[src/rtl/cac_defs.svh]
// constants for the counter array control register block
// assumes inclusion by bare name from the package and the design files
`ifndef CAC_DEFS_SVH
`define CAC_DEFS_SVH

// ----------------------------------------------------------------
// register placement
// ----------------------------------------------------------------
`define CAC_CTRL_ADDR 8'hD8
`define CAC_CTRL_RESET 8'h00

// ----------------------------------------------------------------
// field positions inside counter_array_control
// ----------------------------------------------------------------
`define CAC_OVF_BIT 3'h7
`define CAC_RUN_BIT 3'h6
`define CAC_UNUSED_BIT 3'h5
`define CAC_WATCHDOG_FORCE_BIT 3'h4
`define CAC_NUM_MODULES 5
`define CAC_NUM_FLAGS 6

// ----------------------------------------------------------------
// counter limits
// ----------------------------------------------------------------
`define CAC_COUNTER_MAX 16'hFFFF

`endif

[src/rtl/cac_pkg.sv]
// types shared by the counter array control register block
// assumes cac_defs.svh is on the include path
`include "cac_defs.svh"

package cac_pkg;

  // image of counter_array_control as software sees it
  typedef struct packed {
    logic counterOverflowFlag;
    logic counterRunControl;
    logic unusedBit;
    logic [4:0] moduleMatchFlag;
  } cac_ctrl_t;

  // byte-wide register write port
  typedef struct packed {
    logic en;
    logic [7:0] addr;
    logic [7:0] data;
  } cac_sfr_wr_t;

  // single-bit write from a bit-addressed instruction
  typedef struct packed {
    logic en;
    logic [7:0] addr;
    logic val;
  } cac_bit_wr_t;

endpackage

[src/rtl/cac_control.sv]
// counter_array_control register: run control and event flags of the counter array
// assumes counter, module and watchdog status arrive from logic on mclk
//
// What this block does
// RULE1: counter wrap 0xFFFF to 0x0000 sets overflow flag
// RULE2: enabled overflow flag raises counter array interrupt
// RULE3: five module flags bits 0-4, hardware set
// RULE4: enabled module flag raises shared interrupt
// RULE5: flags stay set until software writes zero
// RULE6: bit 6 runs counter, bit 5 reads zero
// RULE7: watchdog forces counter on, bit reads software value
// RULE8: watchdog on, writing one to bit 4 resets
`timescale 1ns/10ps
`include "cac_defs.svh"

module cac_control (
  input wire logic mclk,
  input wire logic srst,
  input wire cac_pkg::cac_sfr_wr_t sfrWr,
  input wire cac_pkg::cac_bit_wr_t bitWr,
  input wire logic counterTick,
  input wire logic [15:0] counterValue,
  input wire logic [4:0] moduleEvent,
  input wire logic overflowIrqEnable,
  input wire logic [4:0] moduleIrqEnable,
  input wire logic watchdogEnabled,
  output cac_pkg::cac_ctrl_t ctrlRead_q,
  output logic counterRun_q,
  output logic irqRequest_q,
  output logic watchdogReset_q
);

  // ----------------------------------------------------------------
  // write decode
  // ----------------------------------------------------------------
  logic byteHit;
  logic bitHit;
  logic [7:0] bitSelect;
  logic [7:0] wrEn;
  logic [7:0] wrVal;
  logic [7:0] ctrlAddr;

  // byte write wins if a bit write lands on the same cycle
  assign ctrlAddr = `CAC_CTRL_ADDR;
  assign byteHit = sfrWr.en && (sfrWr.addr == ctrlAddr);
  // bit addresses D8..DF each reach one bit of the register
  assign bitHit = bitWr.en && (bitWr.addr[7:3] == ctrlAddr[7:3]);
  assign bitSelect = bitHit ? (8'h01 << bitWr.addr[2:0]) : 8'h00;
  assign wrEn = byteHit ? 8'hFF : bitSelect;
  assign wrVal = byteHit ? sfrWr.data : {8{bitWr.val}};

  // ----------------------------------------------------------------
  // hardware events
  // ----------------------------------------------------------------
  logic counterWrap;
  logic [5:0] flagSet;
  logic [5:0] flagWrEn;
  logic [5:0] flagWrVal;
  logic [5:0] flagNext;
  logic [5:0] flag_q;

  // counter steps from its top value back to zero only while running
  assign counterWrap = counterTick && counterRun_q && (counterValue == `CAC_COUNTER_MAX); // [RULE1]
  // index 5 holds the overflow flag, 4..0 the module flags
  assign flagSet = {counterWrap, moduleEvent}; // [RULE1] [RULE3]
  assign flagWrEn = {wrEn[`CAC_OVF_BIT], wrEn[4:0]};
  assign flagWrVal = {wrVal[`CAC_OVF_BIT], wrVal[4:0]};

  // ----------------------------------------------------------------
  // sticky flags, cleared only by a write or by srst
  // ----------------------------------------------------------------
  genvar gi;
  generate
    for (gi = 0; gi < `CAC_NUM_FLAGS; gi++) begin : g_flag
      cac_flag_bit u_flag (
        .mclk(mclk),
        .srst(srst),
        .setEvent(flagSet[gi]),
        .wrEn(flagWrEn[gi]),
        .wrVal(flagWrVal[gi]),
        .flagNext(flagNext[gi]),
        .flag_q(flag_q[gi])
      ); // [RULE5]
    end
  endgenerate

  // ----------------------------------------------------------------
  // run control
  // ----------------------------------------------------------------
  logic runCtrl_q;
  logic runCtrl_d;
  logic runNext;

  // software value is kept even under watchdog, so it reads back honestly
  assign runCtrl_d = wrEn[`CAC_RUN_BIT] ? wrVal[`CAC_RUN_BIT] : runCtrl_q; // [RULE6] [RULE7]
  // watchdog holds the counter on whatever software writes
  assign runNext = runCtrl_d | watchdogEnabled; // [RULE7]

  always_ff @(posedge mclk) begin
    if (srst) begin
      runCtrl_q <= 1'b0;
    end else begin
      runCtrl_q <= runCtrl_d;
    end
  end

  // ----------------------------------------------------------------
  // outputs, all registered
  // ----------------------------------------------------------------
  cac_pkg::cac_ctrl_t ctrlNext;
  logic irqNext;
  logic watchdogForce;

  // bit 5 is hardwired low
  assign ctrlNext = '{counterOverflowFlag: flagNext[5], counterRunControl: runCtrl_d,
                      unusedBit: 1'b0, moduleMatchFlag: flagNext[4:0]}; // [RULE6]
  assign irqNext = (flagNext[5] && overflowIrqEnable) || ((flagNext[4:0] & moduleIrqEnable) != 5'h00); // [RULE2] [RULE4]
  // writing one to module 4 flag under watchdog is a forced reset
  assign watchdogForce = watchdogEnabled && wrEn[`CAC_WATCHDOG_FORCE_BIT] && wrVal[`CAC_WATCHDOG_FORCE_BIT]; // [RULE8]

  // read image mirrors the flops so software never sees a stale copy
  always_ff @(posedge mclk) begin
    if (srst) begin
      ctrlRead_q <= `CAC_CTRL_RESET;
      counterRun_q <= 1'b0;
      irqRequest_q <= 1'b0;
      watchdogReset_q <= 1'b0;
    end else begin
      ctrlRead_q <= ctrlNext;
      counterRun_q <= runNext;
      irqRequest_q <= irqNext;
      watchdogReset_q <= watchdogForce;
    end
  end

  logic [4:0] keptFlags;
  assign keptFlags = ctrlRead_q.moduleMatchFlag & ~flagWrEn[4:0];
endmodule

[src/rtl/cac_flag_bit.sv]
// one sticky event flag with software write access
// assumes set and write strobes come from logic on mclk
`timescale 1ns/10ps

module cac_flag_bit (
  input wire logic mclk,
  input wire logic srst,
  input wire logic setEvent,
  input wire logic wrEn,
  input wire logic wrVal,
  output logic flagNext,
  output logic flag_q
);

  // ----------------------------------------------------------------
  // next value: a hardware set beats a clear in the same cycle
  // ----------------------------------------------------------------
  assign flagNext = setEvent | (wrEn ? wrVal : flag_q);

  // sticky storage, only a write or srst can drop it
  always_ff @(posedge mclk) begin
    if (srst) begin
      flag_q <= 1'b0;
    end else begin
      flag_q <= flagNext;
    end
  end

endmodule

[config.mk]
export PLATFORM = sky130hd
export DESIGN_NAME = cac_control
export DESIGN_NICKNAME = d
export VERILOG_FILES = /design/src/rtl/cac_pkg.sv /design/src/rtl/cac_control.sv /design/src/rtl/cac_flag_bit.sv
export VERILOG_INCLUDE_DIRS = /design/src /design/src/rtl
export SDC_FILE = /design/constraint.sdc
export NUM_CORES = 1
export LEC_CHECK = 0
export BUFFER_PORTS_ARGS = -buffer_cell sky130_fd_sc_hd__buf_2
export CAP_MARGIN = 20
export CORE_MARGIN = 3
export CORE_UTILIZATION = 41
export DETAILED_ROUTE_END_ITERATION = 7
export PLACE_DENSITY_LB_ADDON = 0.1
export SYNTH_ARGS = -nofsm -noshare
export SYNTH_HDL_FRONTEND = slang
export SYNTH_HIERARCHICAL = 1
export SYNTH_SLANG_ARGS = --single-unit
[constraint.sdc]
create_clock -name mclk -period 4.2 [get_ports mclk]
set_input_delay 1.26 -clock mclk [delete_from_list [all_inputs] [get_ports mclk]]
set_output_delay 1.26 -clock mclk [all_outputs]
set_load 0.02 [all_outputs]
=== Word level (Yosys, flattened, before mapping) ===
Cells that the tools add are included.

* Register bits after elaboration: 16
* Latch bits: 0
* Bits in writable memories: 0
* Bits in read-only memories: 0
* Input bits: 58
* Output and inout bits: 11
* Memories: 0

* $add $sub $neg: 0
* Multipliers: 0
* Div/mod/pow operators: 0
* Order comparisons: 0
* Equal/unequal tests: 3
* Shift-type cells: 1
* Mux-type cells: 10
* Bitwise gates (word level): 8
* Reductions and logical operators: 9

{| class="wikitable"
|+ Operator list
! kind !! number
|-
| 8-bit two-way mux || 3
|-
| 16-bit == test, second input constant || 1
|-
| 8-bit == test, second input constant || 1
|-
| 1-bit by 3-bit << shifter with 8-bit output, first input constant || 1
|-
| 1-bit logical AND || 7
|-
| 1-bit two-way mux || 7
|-
| 1-bit OR || 7
|-
| 5-bit AND || 1
|-
| 5-bit == test, second input constant || 1
|-
| 5-bit nonzero test || 1
|-
| 1-bit logical OR || 1
|}

=== Logic depth before layout (Yosys ltp) ===
* Word-level depth: 9
* Depth in mapped cells: 9
* Mapped depth without buffers: 8

=== Modules after synthesis ===
Netlist, hierarchy kept.

{| class="wikitable"
|+ By module, submodules not included
! module !! times used !! cells each !! area each (sq um) !! sequential area each (sq um)
|-
| cac_control || 1 || 71 || 581.8 || 200.2
|-
| cac_flag_bit || 6 || 5 || 42.5 || 20.0
|}

=== Worst setup path after synthesis ===
OpenSTA, ideal clock, no wires.

* Path type: input to register
* From: input bitWr[6] (netlist name)
* To: register irqRequest_q
* Library setup time: 0.134 ns
* Arrival time: 2.615 ns
* Data required time: 4.066 ns
* Slack: 1.451 ns
* Stages on the path: 7
* Cell sequence: nand4b_4 > or3_4 > o31ai_1 > mux2i_1 > nand2_1 > a22oi_1 > a31oi_1

{| class="wikitable"
|+ RTL lines
! item !! line !! source
|-
| start, declared || cac_control.sv:20 || <nowiki>input wire cac_pkg::cac_bit_wr_t bitWr,</nowiki>
|-
| end signal, assigned || cac_control.sv:131 || <nowiki>irqRequest_q <= irqNext;</nowiki>
|-
| end, declared || cac_control.sv:29 || <nowiki>output logic irqRequest_q,</nowiki>
|}

==> tab_implementation.tex <==
\begin{tabular}{lr}
\hline
Metric & Value \\
\hline
\multicolumn{2}{l}{\textbf{Place}} \\
Final HPWL from detailed placement & between 1.5 and 2 mm \\
Count of port buffers added during placement & 66 \\
GP Congestion & $\sim$0.79 \\
Area after detailed placement & 1175 µm² \\
\multicolumn{2}{l}{\textbf{Global routing}} \\
Pin count of the biggest net entering global routing & 17 \\
Via count of the first global-routing pass & between 800 and 900 \\
Overflow left after global routing & 0 \\
Global-route usage over all layers & 17.59\% \\
Initial antenna violation count & 0 \\
Wire length of the first global-routing pass & $\sim$3.6 mm \\
\multicolumn{2}{l}{\textbf{Finish}} \\
Post-synthesis to final-layout area growth & 44.69\% \\
NumNets Final & 226 \\
Fin area & roughly 1200 µm² \\
Ratio of cells with drive above 1 in the final layout & 44.31\% \\
Antenna Cells & 0 \\
Filler instances & approximately 180 \\
Register Area & $\sim$320 µm² \\
Combined area of the multi-input logic cells & roughly 470 µm² \\
\multicolumn{2}{l}{\textbf{Routing}} \\
DR vias & $\sim$940 \\
Final ANT Viol Nets & 0 \\
Routed wire per std cell & about 11 µm \\
Drt drc & 0 \\
First-pass iteration count of the detailed router & 4 \\
Vias per cell & 4.917 \\
Final wirelength & around 2.2 mm \\
Count of routing violations after the opening detailed-route iteration & 15 \\
\multicolumn{2}{l}{\textbf{Yosys}} \\
Most frequently used flop master after synthesis & sky130\_fd\_sc\_hd\_\_dfxtp\_1 \\
Synthesis-stage register bit count & 16 \\
Area fraction in compound gates after synthesis & 15.99\% \\
Mean instance size in the synthesized netlist & 8.288 µm² \\
Gate count of the mapped netlist & 101 \\
Adder-cell share of the synthesized area & 0\% \\
Cell with the most instances after synthesis & sky130\_fd\_sc\_hd\_\_nand2\_1 \\
Sequential cell area fraction in the yosys report & 38.27\% \\
Share of the synthesized area in the top cell type & a little under two fifths \\
YS warnings & 6 \\
Fraction of synthesized cell area in xor and xnor cells & 0\% \\
Largest family of logic cells by synthesized area & simple AND/OR/NAND/NOR gates \\
Count of unique library cells instantiated by Yosys & 29 \\
Count of flip-flops with a built-in enable after synthesis & 0 \\
Post-synthesis instance area & roughly 840 µm² \\
Dominant cells by area after synthesis & sky130\_fd\_sc\_hd\_\_dfxtp\_1 (38\%), sky130\_fd\_sc\_hd\_\_nand2\_1 (10\%), sky130\_fd\_sc\_hd\_\_mux2i\_1 (7.2\%) \\
List of most frequent post-synthesis cells & sky130\_fd\_sc\_hd\_\_nand2\_1 (23), sky130\_fd\_sc\_hd\_\_dfxtp\_1 (16), sky130\_fd\_sc\_hd\_\_inv\_1 (7), sky130\_fd\_sc\_hd\_\_nor2b\_1 (7) \\
Portion of netlist area occupied by mux cells & under 10\% \\
Proportion of register bits with asynchronous set or reset after synthesis & 0\% \\
Simple-gate portion of the synthesized area & between 30\% and 40\% \\
Largest area contributor in the netlist & sky130\_fd\_sc\_hd\_\_dfxtp\_1 \\
Post-synthesis net count & 159 \\
\multicolumn{2}{l}{\textbf{STA}} \\
Final Critical Period & approximately 2.8 ns \\
Fin Setup TNS & 0 ns \\
Final count of pins violating max slew & 0 \\
Crit share post-route & 66.36\% \\
Max Fclk & $\sim$0.36 GHz \\
Setup repair after global routing missed its margin & false \\
Hold violation total from the final report & 0 \\
Max Clock Skew & $\sim$0.0012 ns \\
Number of setup violations in the final report & 0 \\
\multicolumn{2}{l}{\textbf{Critical path}} \\
Cell family with the largest share of critical-path delay & simple AND/OR/NAND/NOR gates \\
Critical Path RT & 4.36 ns \\
Arrival time at the worst endpoint & about 2.9 ns \\
Kind of critical path & in2reg \\
Slowest cell on the critical path & sky130\_fd\_sc\_hd\_\_or3\_4 \\
Capturing element type of the critical path & flop \\
Worst Path Buf+Inv & 1 \\
CP startpoint kind & input pin \\
Crit path cell chain & buf\_2 > nand4b\_4 > or3\_4 > o31ai\_1 > mux2i\_1 > nand2\_1 > a22oi\_1 > a31oi\_1 \\
Largest incremental delay on the critical path & approximately 0.4 ns \\
Max FO, Critical Path & 4 \\
\multicolumn{2}{l}{\textbf{Clock network}} \\
Clock root buffer & sky130\_fd\_sc\_hd\_\_clkbuf\_4 \\
Hold-fix buffers at CTS & 0 \\
Clk\_lat worst skew & 0.27 ns \\
Clock H-tree levels & 1 \\
Clock buffer count from CTS & 3 \\
Clock Pin Slew Worst Setup and Hold Paths & 0.09 ns \\
Number of gates given a new drive strength after cts & 0 \\
Max Buffers Root-to-Sink & 2 \\
Clock tree from TritonCTS & yes \\
Number of sinks handled by clock tree synthesis & 16 \\
Postcts setup bufs & 0 \\
\multicolumn{2}{l}{\textbf{Power}} \\
Power per standard cell area & about 270 nW/µm² \\
Worst supply voltage drop on vdd & 0.0002089 V \\
Leakage & a little over 0.6 nW \\
\multicolumn{2}{l}{\textbf{Floorplanning}} \\
Die boundary height & 51.19 µm \\
Standard-cell rows & 15 \\
DIE AREA & around 2600 µm² \\
Die Width & approximately 51 µm \\
Initial core utilization & 45.98\% \\
Core Area & between 1500 and 2000 µm² \\
Number of placed I/O pins & 69 \\
\multicolumn{2}{l}{\textbf{Worst hold path}} \\
Worst hold path type & reg2reg \\
\multicolumn{2}{l}{\textbf{Status}} \\
Outcome & completed \\
\multicolumn{2}{l}{\textbf{Run}} \\
Number of maximum-capacitance violations & 0 \\
\hline
\end{tabular}
==> worst paths after layout <==
check	slack (ns)	startpoint	end	cells past startpoint
max	1.41	bitWr[6]	irqRequest_q	8
min	0.56	g_flag[3].u_flag/flag_q	g_flag[3].u_flag/flag_q	2
max reg2reg	3.02	counterRun_q	irqRequest_q	6
min reg2reg	0.56	g_flag[3].u_flag/flag_q	g_flag[3].u_flag/flag_q	2
==> kinds of logic (layout without fill, tap and decap cells) <==
| family | count (synthesis) | after routing |
|---|---|---|
| buffers and inverters | 11 | 77 |
| multiplexers | 6 | 6 |
| flip-flops | 16 | 16 |
| AND/OR/NAND/NOR | 47 | 47 |
| other | 1 | 1 |
| AO/OA/AOI/OAI | 20 | 20 |
==> routing by layer <==
layer	vias to the layer above	wire [µm]	global-route usage, %
met5	-	0	0
met4	0	37	6.726
met3	4	217	5.539
met2	43	1064	30.26
met1	407	878	20.07
li1	490	-	-
==> layout by cell type, fill, tap and decap left out <==
cell type,instances
sky130_fd_sc_hd__o31ai_1,2
sky130_fd_sc_hd__a41oi_2,1
sky130_fd_sc_hd__nor4_1,1
sky130_fd_sc_hd__a211oi_1,1
sky130_fd_sc_hd__clkbuf_8,1
sky130_fd_sc_hd__o21ai_0,3
sky130_fd_sc_hd__a22oi_1,3
sky130_fd_sc_hd__and4b_1,1
sky130_fd_sc_hd__or3_4,1
sky130_fd_sc_hd__a21oi_1,6
sky130_fd_sc_hd__or4b_4,1
sky130_fd_sc_hd__and4_1,2
sky130_fd_sc_hd__nor2b_1,7
sky130_fd_sc_hd__a31oi_1,2
sky130_fd_sc_hd__conb_1,1
sky130_fd_sc_hd__nor2_1,1
sky130_fd_sc_hd__dfxtp_1,16
sky130_fd_sc_hd__o211ai_1,1
sky130_fd_sc_hd__nand4_1,5
sky130_fd_sc_hd__nor3_1,2
sky130_fd_sc_hd__buf_2,66
sky130_fd_sc_hd__nand3_1,1
sky130_fd_sc_hd__inv_1,7
sky130_fd_sc_hd__nand4b_4,1
sky130_fd_sc_hd__nand2_1,23
sky130_fd_sc_hd__a21o_1,1
sky130_fd_sc_hd__mux2i_1,6
sky130_fd_sc_hd__nand2b_1,1
sky130_fd_sc_hd__clkbuf_4,3
==> sequential cells by signal, summed over array words and instances, names as in the netlist <==
signal                cells
ctrlRead_q                7
watchdogReset_q           1
g_flag.u_flag/flag_q      6
irqRequest_q              1
counterRun_q              1
==> final cells by class <==
cell class / count / share of cell area (%)
well taps: 25 / 2.583
flip-flops and latches: 16 / 26.45
inverters: 7 / 2.169
clock buffers: 4 / 2.996
multi-input cells: 74 / 38.53
repair buffers: 66 / 27.27
==> worst register-to-register path, delay by kind of cell (launching register included) <==
kind,cells,cell delay [ns]
and+or+nand+nor,3,0.42
buffers and inverters,1,0.10
DFF,1,0.35
AOI/OAI and AO/OA,2,0.26
==> metrics by stage <==
step | power (mW) | setup WS (ns) | std cells | util, % | hold slack, ns
after CTS | 0.3270 | 1.441 | 192 | 66.53 | 0.5609
after detailed placement | 0.2282 | 1.140 | 188 | 64.54 | 0.5358
after global placement | 0.2253 | 1.254 | 188 | 64.54 | 0.5219
final | 0.3233 | 1.413 | 192 | 66.53 | 0.5621
after global routing | 0.3441 | 1.289 | 192 | 66.53 | 0.5861
after floorplan | 0.1924 | 1.451 | 101 | - | 0.5098
==> report_power, final <==
| group | internal [mW] | leakage [nW] | switching (mW) |
|---|---|---|---|
| registers | 0.160 | 0.133 | 0.00229 |
| clock network | 0.0526 | 0.0210 | 0.0461 |
| logic | 0.0313 | 0.468 | 0.0312 |
| total | 0.244 | 0.622 | 0.0796 |
(Power assumes the default switching activity.)
